## src/lptfc_pkg.sv

```systemverilog
// Package for the low-power timer flag-clear and enable block.
// Assumes a 32-bit AXI4-Lite register bus with a 12-bit byte address.
package lptfc_pkg;

    // ==========================================================
    // Bus geometry
    localparam int ADDR_W = 12;
    localparam int DATA_W = 32;
    localparam int STRB_W = 4;

    // ==========================================================
    // Register byte offsets
    localparam logic [11:0] OFF_STATUS = 12'h000;
    localparam logic [11:0] OFF_FLAG_CLEAR = 12'h004;
    localparam logic [11:0] OFF_IRQ_WAKE_EN = 12'h008;

    // ==========================================================
    // Flag-clear and status field positions
    localparam int BIT_UPDATE = 0;
    localparam int BIT_OVERFLOW = 1;
    localparam int BIT_COMPARE = 2;
    localparam int BIT_TRIGGER = 3;
    localparam int BIT_WAKE = 8;

    // Enable register field positions
    localparam int BIT_TRIG_IRQ_EN = 3;
    localparam int BIT_CMP_WAKE_EN = 10;

    // ==========================================================
    // Internal flag vector indices
    localparam int NUM_FLAGS = 5;
    localparam int F_UPDATE = 0;
    localparam int F_OVERFLOW = 1;
    localparam int F_COMPARE = 2;
    localparam int F_TRIGGER = 3;
    localparam int F_WAKE = 4;

    // ==========================================================
    // Reset values and responses
    localparam logic EN_RESET = 1'h0;
    localparam logic [NUM_FLAGS-1:0] FLAGS_RESET = 5'h00;
    localparam logic [1:0] RESP_OKAY = 2'h0;
    localparam logic [1:0] RESP_SLVERR = 2'h2;

    // ==========================================================
    // Bus state machines
    typedef enum logic [1:0] {
        WR_COLLECT = 2'h1,
        WR_RESP = 2'h2
    } lptfc_wr_state_type;

    typedef enum logic [1:0] {
        RD_IDLE = 2'h1,
        RD_DATA = 2'h2
    } lptfc_rd_state_type;

endpackage

```

## src/lptfc_ctl_if.sv

```systemverilog
// Interface joining the register side to the flag and wake logic.
// Assumes all three parties run on the same clock.
`timescale 1ns/1ps
`default_nettype none
interface lptfc_ctl_if;
    logic [lptfc_pkg::NUM_FLAGS-1:0] clr;
    logic [lptfc_pkg::NUM_FLAGS-1:0] flags;
    logic cmp_wake_en;
    logic trig_irq_en;

    modport regs (
        output clr,
        output cmp_wake_en,
        output trig_irq_en,
        input flags
    );

    modport flg (
        input clr,
        input cmp_wake_en,
        output flags
    );

    modport wk (
        input flags,
        input cmp_wake_en,
        input trig_irq_en
    );
endinterface
`default_nettype wire

```

## src/lptfc_flags.sv

```systemverilog
// Status flags of the timer, set by timer events and cleared by command.
// Assumes event inputs are one-cycle pulses synchronous to aclk.
`timescale 1ns/1ps
`default_nettype none
module lptfc_flags (
    input wire logic aclk,
    input wire logic aresetn,
    input wire logic overflow_evt,
    input wire logic repetition_zero,
    input wire logic compare_match_evt,
    input wire logic trigger_edge_evt,
    lptfc_ctl_if.flg ctl
);
    typedef struct packed {
        logic [lptfc_pkg::NUM_FLAGS-1:0] flags;
    } lptfc_flg_state_type;

    lptfc_flg_state_type st_ff;
    lptfc_flg_state_type nxt_st;
    logic [lptfc_pkg::NUM_FLAGS-1:0] set_vec;
    logic [lptfc_pkg::NUM_FLAGS-1:0] nxt_flags;

    // ==========================================================
    // Event sources
    always_comb
    begin
        set_vec = '0;
        set_vec[lptfc_pkg::F_UPDATE] = overflow_evt & repetition_zero;
        set_vec[lptfc_pkg::F_OVERFLOW] = overflow_evt;
        set_vec[lptfc_pkg::F_COMPARE] = compare_match_evt;
        set_vec[lptfc_pkg::F_TRIGGER] = trigger_edge_evt;
        set_vec[lptfc_pkg::F_WAKE] = compare_match_evt & ctl.cmp_wake_en;
    end

    // ==========================================================
    // Set wins over clear so no event is lost
    genvar gi;
    generate
        for (gi = 0; gi < lptfc_pkg::NUM_FLAGS; gi++)
        begin : g_flag
            assign nxt_flags[gi] = set_vec[gi] | (st_ff.flags[gi] & ~ctl.clr[gi]);
        end
    endgenerate

    always_comb
    begin
        nxt_st = st_ff;
        nxt_st.flags = nxt_flags;
    end

    always_ff @(posedge aclk)
    begin
        if (!aresetn)
            st_ff <= '{flags: lptfc_pkg::FLAGS_RESET};
        else
            st_ff <= nxt_st;
    end

    assign ctl.flags = st_ff.flags;
endmodule
`default_nettype wire

```

## src/lptfc_top.sv

```systemverilog
// Flag-clear command and interrupt/wakeup enable registers of the timer,
// reached over AXI4-Lite, with the status flags they act upon.
// Assumes timer events arrive as one-cycle pulses on aclk.
`timescale 1ns/1ps
`default_nettype none
module lptfc_top (
    input wire logic aclk,
    input wire logic aresetn,
    input wire logic [lptfc_pkg::ADDR_W-1:0] s_axi_awaddr,
    input wire logic [2:0] s_axi_awprot,
    input wire logic s_axi_awvalid,
    output logic s_axi_awready,
    input wire logic [lptfc_pkg::DATA_W-1:0] s_axi_wdata,
    input wire logic [lptfc_pkg::STRB_W-1:0] s_axi_wstrb,
    input wire logic s_axi_wvalid,
    output logic s_axi_wready,
    output logic [1:0] s_axi_bresp,
    output logic s_axi_bvalid,
    input wire logic s_axi_bready,
    input wire logic [lptfc_pkg::ADDR_W-1:0] s_axi_araddr,
    input wire logic [2:0] s_axi_arprot,
    input wire logic s_axi_arvalid,
    output logic s_axi_arready,
    output logic [lptfc_pkg::DATA_W-1:0] s_axi_rdata,
    output logic [1:0] s_axi_rresp,
    output logic s_axi_rvalid,
    input wire logic s_axi_rready,
    input wire logic overflow_evt,
    input wire logic repetition_zero,
    input wire logic compare_match_evt,
    input wire logic trigger_edge_evt,
    output logic [lptfc_pkg::DATA_W-1:0] timer_status_register,
    output logic irq_out,
    output logic wake_out
);

    // ==========================================================
    // State
    typedef struct packed {
        lptfc_pkg::lptfc_wr_state_type wr_state;
        lptfc_pkg::lptfc_rd_state_type rd_state;
        logic aw_got;
        logic [lptfc_pkg::ADDR_W-1:0] aw_addr;
        logic w_got;
        logic [lptfc_pkg::DATA_W-1:0] w_data;
        logic [lptfc_pkg::STRB_W-1:0] w_strb;
        logic [1:0] b_resp;
        logic [lptfc_pkg::DATA_W-1:0] r_data;
        logic [1:0] r_resp;
        logic [lptfc_pkg::NUM_FLAGS-1:0] clr_pulse;
        logic cmp_wake_en;
        logic trig_irq_en;
    } lptfc_regs_type;

    localparam lptfc_regs_type REGS_RESET = '{
        wr_state: lptfc_pkg::WR_COLLECT,
        rd_state: lptfc_pkg::RD_IDLE,
        cmp_wake_en: lptfc_pkg::EN_RESET,
        trig_irq_en: lptfc_pkg::EN_RESET,
        default: '0
    };

    lptfc_regs_type st_ff;
    lptfc_regs_type nxt_st;

    lptfc_ctl_if ctl ();

    logic [lptfc_pkg::ADDR_W-1:0] wr_addr;
    logic [lptfc_pkg::DATA_W-1:0] wr_data;
    logic [lptfc_pkg::STRB_W-1:0] wr_strb;
    logic [lptfc_pkg::DATA_W-1:0] status_word;
    logic [lptfc_pkg::DATA_W-1:0] enable_word;

    // ==========================================================
    // Status word as software sees it
    always_comb
    begin
        status_word = '0;
        status_word[lptfc_pkg::BIT_UPDATE] = ctl.flags[lptfc_pkg::F_UPDATE];
        status_word[lptfc_pkg::BIT_OVERFLOW] = ctl.flags[lptfc_pkg::F_OVERFLOW];
        status_word[lptfc_pkg::BIT_COMPARE] = ctl.flags[lptfc_pkg::F_COMPARE];
        status_word[lptfc_pkg::BIT_TRIGGER] = ctl.flags[lptfc_pkg::F_TRIGGER];
        status_word[lptfc_pkg::BIT_WAKE] = ctl.flags[lptfc_pkg::F_WAKE];
    end

    // Reserved enable bits always read zero
    always_comb
    begin
        enable_word = '0;
        enable_word[lptfc_pkg::BIT_CMP_WAKE_EN] = st_ff.cmp_wake_en;
        enable_word[lptfc_pkg::BIT_TRIG_IRQ_EN] = st_ff.trig_irq_en;
    end

    // ==========================================================
    // Write channel: address and data in either order
    assign s_axi_awready = (st_ff.wr_state == lptfc_pkg::WR_COLLECT) && !st_ff.aw_got;
    assign s_axi_wready = (st_ff.wr_state == lptfc_pkg::WR_COLLECT) && !st_ff.w_got;
    assign s_axi_bvalid = (st_ff.wr_state == lptfc_pkg::WR_RESP);
    assign s_axi_bresp = st_ff.b_resp;

    // Same-cycle bypass lets a paired offer finish in one edge
    assign wr_addr = st_ff.aw_got ? st_ff.aw_addr : s_axi_awaddr;
    assign wr_data = st_ff.w_got ? st_ff.w_data : s_axi_wdata;
    assign wr_strb = st_ff.w_got ? st_ff.w_strb : s_axi_wstrb;

    // ==========================================================
    // Read channel
    assign s_axi_arready = (st_ff.rd_state == lptfc_pkg::RD_IDLE);
    assign s_axi_rvalid = (st_ff.rd_state == lptfc_pkg::RD_DATA);
    assign s_axi_rdata = st_ff.r_data;
    assign s_axi_rresp = st_ff.r_resp;

    // ==========================================================
    // Next state
    always_comb
    begin
        logic aw_have;
        logic w_have;
        aw_have = 1'b0;
        w_have = 1'b0;
        nxt_st = st_ff;
        // Clear commands live for one cycle only
        nxt_st.clr_pulse = '0;

        case (st_ff.wr_state)
            lptfc_pkg::WR_COLLECT:
            begin
                aw_have = st_ff.aw_got || s_axi_awvalid;
                w_have = st_ff.w_got || s_axi_wvalid;
                if (s_axi_awvalid && !st_ff.aw_got)
                begin
                    nxt_st.aw_got = 1'b1;
                    nxt_st.aw_addr = s_axi_awaddr;
                end
                if (s_axi_wvalid && !st_ff.w_got)
                begin
                    nxt_st.w_got = 1'b1;
                    nxt_st.w_data = s_axi_wdata;
                    nxt_st.w_strb = s_axi_wstrb;
                end
                if (aw_have && w_have)
                begin
                    nxt_st.aw_got = 1'b0;
                    nxt_st.w_got = 1'b0;
                    nxt_st.wr_state = lptfc_pkg::WR_RESP;
                    nxt_st.b_resp = lptfc_pkg::RESP_OKAY;
                    if ({wr_addr[lptfc_pkg::ADDR_W-1:2], 2'b00} ==
                        lptfc_pkg::OFF_FLAG_CLEAR)
                    begin
                        if (wr_strb[0])
                        begin
                            nxt_st.clr_pulse[lptfc_pkg::F_UPDATE] =
                                wr_data[lptfc_pkg::BIT_UPDATE];
                            nxt_st.clr_pulse[lptfc_pkg::F_OVERFLOW] =
                                wr_data[lptfc_pkg::BIT_OVERFLOW];
                            nxt_st.clr_pulse[lptfc_pkg::F_COMPARE] =
                                wr_data[lptfc_pkg::BIT_COMPARE];
                            nxt_st.clr_pulse[lptfc_pkg::F_TRIGGER] =
                                wr_data[lptfc_pkg::BIT_TRIGGER];
                        end
                        if (wr_strb[1])
                        begin
                            nxt_st.clr_pulse[lptfc_pkg::F_WAKE] =
                                wr_data[lptfc_pkg::BIT_WAKE];
                        end
                    end
                    else if ({wr_addr[lptfc_pkg::ADDR_W-1:2], 2'b00} ==
                        lptfc_pkg::OFF_IRQ_WAKE_EN)
                    begin
                        // Upper bits are simply not stored
                        if (wr_strb[0])
                        begin
                            nxt_st.trig_irq_en = wr_data[lptfc_pkg::BIT_TRIG_IRQ_EN];
                        end
                        if (wr_strb[1])
                        begin
                            nxt_st.cmp_wake_en = wr_data[lptfc_pkg::BIT_CMP_WAKE_EN];
                        end
                    end
                    else if ({wr_addr[lptfc_pkg::ADDR_W-1:2], 2'b00} ==
                        lptfc_pkg::OFF_STATUS)
                    begin
                        // Read-only; write accepted and dropped
                        nxt_st.b_resp = lptfc_pkg::RESP_OKAY;
                    end
                    else
                    begin
                        nxt_st.b_resp = lptfc_pkg::RESP_SLVERR;
                    end
                end
            end
            lptfc_pkg::WR_RESP:
            begin
                if (s_axi_bready)
                begin
                    nxt_st.wr_state = lptfc_pkg::WR_COLLECT;
                end
            end
            default:
            begin
                nxt_st.wr_state = lptfc_pkg::WR_COLLECT;
            end
        endcase

        case (st_ff.rd_state)
            lptfc_pkg::RD_IDLE:
            begin
                if (s_axi_arvalid)
                begin
                    nxt_st.rd_state = lptfc_pkg::RD_DATA;
                    nxt_st.r_resp = lptfc_pkg::RESP_OKAY;
                    if ({s_axi_araddr[lptfc_pkg::ADDR_W-1:2], 2'b00} ==
                        lptfc_pkg::OFF_STATUS)
                    begin
                        nxt_st.r_data = status_word;
                    end
                    else if ({s_axi_araddr[lptfc_pkg::ADDR_W-1:2], 2'b00} ==
                        lptfc_pkg::OFF_FLAG_CLEAR)
                    begin
                        nxt_st.r_data = '0;
                    end
                    else if ({s_axi_araddr[lptfc_pkg::ADDR_W-1:2], 2'b00} ==
                        lptfc_pkg::OFF_IRQ_WAKE_EN)
                    begin
                        nxt_st.r_data = enable_word;
                    end
                    else
                    begin
                        nxt_st.r_data = '0;
                        nxt_st.r_resp = lptfc_pkg::RESP_SLVERR;
                    end
                end
            end
            lptfc_pkg::RD_DATA:
            begin
                if (s_axi_rready)
                begin
                    nxt_st.rd_state = lptfc_pkg::RD_IDLE;
                end
            end
            default:
            begin
                nxt_st.rd_state = lptfc_pkg::RD_IDLE;
            end
        endcase
    end

    // ==========================================================
    // Registers
    always_ff @(posedge aclk)
    begin
        if (!aresetn)
            st_ff <= REGS_RESET;
        else
            st_ff <= nxt_st;
    end

    // ==========================================================
    // Connections to flag and wake logic
    assign ctl.clr = st_ff.clr_pulse;
    assign ctl.cmp_wake_en = st_ff.cmp_wake_en;
    assign ctl.trig_irq_en = st_ff.trig_irq_en;

    // Flags are flops inside the flag module
    assign timer_status_register = status_word;

    lptfc_flags u_flags (
        .aclk(aclk),
        .aresetn(aresetn),
        .overflow_evt(overflow_evt),
        .repetition_zero(repetition_zero),
        .compare_match_evt(compare_match_evt),
        .trigger_edge_evt(trigger_edge_evt),
        .ctl(ctl.flg)
    );

    lptfc_wake u_wake (
        .aclk(aclk),
        .aresetn(aresetn),
        .ctl(ctl.wk),
        .irq_out(irq_out),
        .wake_out(wake_out)
    );

endmodule
`default_nettype wire

```

## src/lptfc_wake.sv

```systemverilog
// Interrupt output gated by the enable register; wakeup output follows the wake flag.
// Assumes flags are held until software clears them.
`timescale 1ns/1ps
`default_nettype none
module lptfc_wake (
    input wire logic aclk,
    input wire logic aresetn,
    lptfc_ctl_if.wk ctl,
    output logic irq_out,
    output logic wake_out
);
    typedef struct packed {
        logic irq;
        logic wake;
    } lptfc_wk_state_type;

    lptfc_wk_state_type st_ff;
    lptfc_wk_state_type nxt_st;

    always_comb
    begin
        nxt_st = st_ff;
        nxt_st.irq = ctl.flags[lptfc_pkg::F_TRIGGER] & ctl.trig_irq_en;
        nxt_st.wake = ctl.flags[lptfc_pkg::F_WAKE];
    end

    always_ff @(posedge aclk)
    begin
        if (!aresetn)
            st_ff <= '{irq: 1'b0, wake: 1'b0};
        else
            st_ff <= nxt_st;
    end

    assign irq_out = st_ff.irq;
    assign wake_out = st_ff.wake;
endmodule
`default_nettype wire
```

## config.mk

```make
export PLATFORM = sky130hd
export DESIGN_NAME = lptfc_top
export DESIGN_NICKNAME = d
export VERILOG_FILES = /design/src/lptfc_pkg.sv /design/src/lptfc_ctl_if.sv /design/src/lptfc_flags.sv /design/src/lptfc_top.sv /design/src/lptfc_wake.sv
export SDC_FILE = /design/constraint.sdc
export NUM_CORES = 1
export LEC_CHECK = 0
export BUFFER_PORTS_ARGS = -buffer_cell sky130_fd_sc_hd__buf_2
export CAP_MARGIN = 20
export CORE_MARGIN = 4
export CORE_UTILIZATION = 46
export CTS_CLUSTER_SIZE = 8
export DETAILED_ROUTE_END_ITERATION = 10
export GPL_TIMING_DRIVEN = 0
export PLACE_DENSITY = 0.91
export SLEW_MARGIN = 40
export SYNTH_ARGS = -nofsm -noshare
export SYNTH_HDL_FRONTEND = slang
export SYNTH_SLANG_ARGS = --single-unit
```

## constraint.sdc

```tcl
create_clock -name aclk -period 3.1 [get_ports aclk]
set_input_delay 0.31 -clock aclk [delete_from_list [all_inputs] [get_ports aclk]]
set_output_delay 0.31 -clock aclk [all_outputs]
set_load 0.005 [all_outputs]
```

# After elaboration in Yosys (flattened, before gate mapping)
# Cells that the tools add are included.
# word_totals
out_inout_bits,75
regBits,104
wordCells,95
input_bits,77
# op_classes
mux,22
eq_ne,12
bitwise_logic,19
n_reduce_logical,25
# ops
operator,n
$mux W37,1
$mux W11,3
$mux W32,1
$mux W2,11
$eq A10 B1 Y1 const B,2
$eq A10 B2 Y1 const B,2
$logic_not A10 Y1,2
$reduce_and A5 Y1,4
$reduce_and A2 Y1,8
$mux W13,1
$mux W12,1
$and A1 B1 Y1,8
$pmux W2 S2,2
$ne A2 B1 Y1 const B,3
$not A1 Y1,6
$logic_and A1 B1 Y1,5
$or A1 B1 Y1,5
$eq A2 B1 Y1 const B,2
$eq A2 B2 Y1 const B,2
$reduce_bool A2 Y1,2
$logic_not A1 Y1,2
$logic_or A1 B1 Y1,2
$mux W1,2
$ne A2 B2 Y1 const B,1

# Longest topological paths before layout
# logic_depth
depth_word,5
depth_mapped,6

# By module
# From an unflattened synthesis, not the netlist that was laid out.
# unflattened
hier_cells,267
hier_area_um2,2383.5
# by_module_without_submodules
module,area_per_inst_um2,seq_area_each_um2,n_inst,cells_each
lptfc_top,2150.8,780.7,1,246
lptfc_flags,180.2,100.1,1,17
lptfc_wake,52.6,40.0,1,4

# Worst setup path after synthesis
# OpenSTA, ideal clock, no wires.
# synth_timing
path_kind,register to register
start,reg st_ff[92] (netlist name)
end,reg st_ff (netlist bit ctl.trig_irq_en)
path_stages_with_launch,6
required_ns,3.012
setup_ns,0.088
arrival_time_ns,1.478
slack_ns,1.533
cell_sequence,dfxtp_1 -> buf_6 -> or4_4 -> o22ai_4 -> a41oi_2 -> a311oi_2
# synth_between
elab_chain_cells,4
# synth_lines
item,line,rtl
from (decl),lptfc_top.sv:63,lptfc_regs_type st_ff;
from (signal assigned),lptfc_top.sv:255,st_ff <= nxt_st;
$mux W12,lptfc_top.sv:102,assign wr_addr = st_ff.aw_got ? st_ff.aw_addr : s_axi_awaddr;
$eq A10 B1 Y1,lptfc_top.sv:147,"if ({wr_addr[lptfc_pkg::ADDR_W-1:2], 2'b00} =="
$not A1 Y1 (no source line),-,
$reduce_and A5 Y1 (no source line) (*),-,
# Mark *: on every way between the ends. The rest lies on a longest branch, timed or not.
# A chain may end at the register's enable or synchronous reset.

# Worst setup path after layout
# Same ends and word-level chain as after synthesis.

==> results by group <==
Run status
  – Outcome: complete, no violations

Global route
  – Initial antenna violation count: 0
  – First-pass GRT wire length: about 8000 um
  – Largest net degree at the start of global routing: 14
  – Vias in the first global route: roughly 1,900
  – Global route overflow: 0
  – Total GRT Usage: 15.85%

Timing
  – Fmax: around 0.56 GHz
  – Period minus WS final: between 1.5 and 2 ns
  – Worst Tran Pin Value: 0.5610 ns
  – Final period utilization: 57.13%
  – Count of final hold-check violations: 0
  – RSZ-0062 raised after global routing: false
  – Slew HR: 62.60%
  – Max Slew Vio Count: 0
  – Total Neg Setup Slack: 0 ns
  – Final setup fails: 0
  – Clock Skews: 0.007637 ns
  – Final Worst Setup Slack: 1.329 ns

Floorplanning
  – Die W: 79.97 um
  – Chip height: 79.97 um
  – Initial core utilization: around 49%
  – IO Pins: 152
  – Rows: 25
  – DIE AREA: between 6000 and 7000 um^2
  – Core region area: 4880 um^2

Worst setup path
  – Critical setup path kind: reg -> reg
  – Crit path max fanout: 5
  – Worst setup SP type: flip-flop
  – R2r endpoint: ctl.trig_irq_en
  – CP required: 3.31 ns
  – R2R Path Start: st_ff[92]
  – Critical Path End Type: flip-flop
  – Worst r2r path cells: 4
  – Crit path DAT: 1.98 ns
  – R2R Setup Slk: 1.33 ns

Flow run
  – Max-Cap Viols: 0

Yosys
  – Synth Cell Area: 2382 um^2
  – Post-synth top area cell: dfxtp_1
  – Synth top area share: 38.66%
  – Syn. warnings: 0
  – Register area share after synthesis: 38.66%
  – Seq cells post-synth: 46
  – Synth cell types: 43
  – Synth top area cells: dfxtp_1 39%, buf_4 20%, mux2i_1 5.9%
  – Gate Count Post-Synth: ~280
  – Syn Area/Cell: approximately 8.6 um^2

Worst hold path
  – Hold EP: u_flags.ctl.flags[3]
  – Hold Startpoint: trigger_edge_evt
  – WHS Path Cells: 3
  – Worst min-delay path class: in -> reg

Place
  – GPL Wtd Cong: 0.8101
  – Port bufs: just under 60
  – Place WS: between 1 and 1.5 ns
  – HPWL after DPL: 4133 um
  – Placed cell area: 2959 um^2

Finish
  – Antenna diode count: 0
  – Seq. cell area: ~900 um^2
  – Area grow syn2layout: 28.94%
  – Util after Layout: a little over three fifths
  – Share of cells above drive strength 1: between 30% and 40%
  – FILL cells: 425
  – Post-route cell area: 3072 um^2
  – Final #Nets: roughly 470
  – Multi-input logic area: roughly 1100 um^2

CTS
  – Clock latency on the worst-skew pair: 0.29 ns
  – Longest Clk Path Bufs: 2
  – Clk slew on worst S/H paths: 0.08 ns
  – CTS tree: yes
  – CTS root buffer: clkbuf_8
  – Inserted Clock Buffers: 5
  – CTS sink count: 46
  – Htree depth: 2
  – Post-cts resize count: 0
  – Postcts setup bufs: 0
  – CTS Hold Bufs: 0

Drt
  – Drt drc: 0
  – Via count: 2,019
  – Avg WL per Cell: 10.94 um
  – Highest metal layer with signal wires: met4
  – ANT nets after route: 0
  – DR WL met3: roughly 500 um
  – Final Routed Wirelength: 5065 um
  – First drt pass iteration count: 4
  – Vias per cell: 4.361
  – Met2 wire len: 2475 um
  – Wl on met1: 2073 um
  – Drt initial violations: 44

Pwr
  – Pwr/cell area: 448.2 nW/um^2
  – IR drop worst, VDD: around 0.25 mV
  – Leak: 1.523 nW
-- cells in the mapped netlist (all sizes together) --
cell type / instances
o22ai: 2
clkbuf: 1
buf: 70
dfxtp: 46
nor2: 23
nor4: 3
a32oi: 1
inv: 7
o21ai: 6
nand4: 2
or4b: 2
nand3: 1
and4: 1
or2b: 1
a41oi: 2
mux2i: 14
a21oi: 24
and3: 2
a211oi: 1
nand2b: 4
a311oi: 1
nand2: 35
nor2b: 7
nand3b: 2
conb: 1
or3b: 1
a31oi: 2
mux2: 2
nor3b: 2
or4: 4
nor3: 2
and2: 4
a2111oi: 1
-- cells in the final DEF, fill, tap and decap left out, types with 3 or more instances in the layout --
cell      synthesis  layout
clkbuf_8          0       6
nor2b_1           7       7
buf_4            64      64
inv_1             6       6
mux2i_1          14      14
dfxtp_1          46      46
conb_1            1      55
buf_1             3       3
o21ai_0           6       6
or4_1             3       3
buf_2             2      60
nand2_1          35      35
nand2b_1          4       4
a21oi_1          24      24
and2_1            3       3
nor2_1           23      23
-- sequential cells by signal, summed over array words and instances, names as in the netlist --
signal             count
s_axi_rresp            1
u_flags.ctl.flags      5
u_wake.irq_out         1
s_axi_bresp            1
ctl.trig_irq_en        1
ctl.cmp_wake_en        1
ctl.clr                5
s_axi_rdata            6
st_ff                 24
u_wake.wake_out        1
-- layout make-up --
| type | count | share of cell area (%) |
|---|---|---|
| multi-input cells | 207 | 36.50 |
| flip-flops and latches | 46 | 29.98 |
| plain buffers | 71 | 16.82 |
| repair buffers | 58 | 9.450 |
| well taps | 67 | 2.729 |
| clock buffers | 6 | 2.688 |
| clock inverters | 1 | 0.9776 |
| inverters | 7 | 0.8554 |
-- worst max-delay path, stage by stage (launching register included) --
cell and delay [ns]:
dfxtp_1 0.34, or4_1 0.51, o22ai_1 0.38, a41oi_2 0.19, a311oi_2 0.26
-- kinds of logic after synthesis --
logic type | Yosys count | synth area share, %
simple gates | 96 | 20.90
flops | 46 | 38.66
compound gates | 40 | 10.66
buf+inv | 78 | 22.79
mux | 16 | 6.827
other cells | 1 | 0.1574
-- report_power, final --
group,leakage (nW),switching (mW),internal [mW]
logic,1.09,0.140,0.140
registers,0.376,0.0221,0.625
clock network,0.0573,0.192,0.258
-- worst max-delay path by stage --
stage	startpoint	end	slack (ns)	cells past startpoint
global route	st_ff[92]	ctl.trig_irq_en	1.25	4
finish	st_ff[92]	ctl.trig_irq_en	1.33	4
floorplan	st_ff[92]	ctl.trig_irq_en	1.53	5
global placement	s_axi_awaddr[9]	ctl.trig_irq_en	1.31	5
CTS	st_ff[92]	ctl.trig_irq_en	1.34	4
detailed placement	s_axi_awaddr[9]	ctl.trig_irq_en	1.29	5
-- routing by layer --
layer / up-vias / GRT usage, %
li1: 1048 / -
met1: 879 / 17.03
met2: 90 / 28.97
met3: 2 / 6.208
met4: 0 / 3.547
met5: - / 0
-- per-stage QoR --
stage | hold WS (ns) | power, mW | cells
3_3_place_gp | 0.4385 | 0.9283 | 456
2_1_floorplan | 0.4178 | 0.8592 | 331
6_report | 0.2294 | 1.377 | 463
3_5_place_dp | 0.4433 | 0.9356 | 456
5_1_grt | 0.2513 | 1.457 | 463
4_1_cts | 0.2308 | 1.381 | 463
Note: power is estimated with default switching activity, not from simulation.
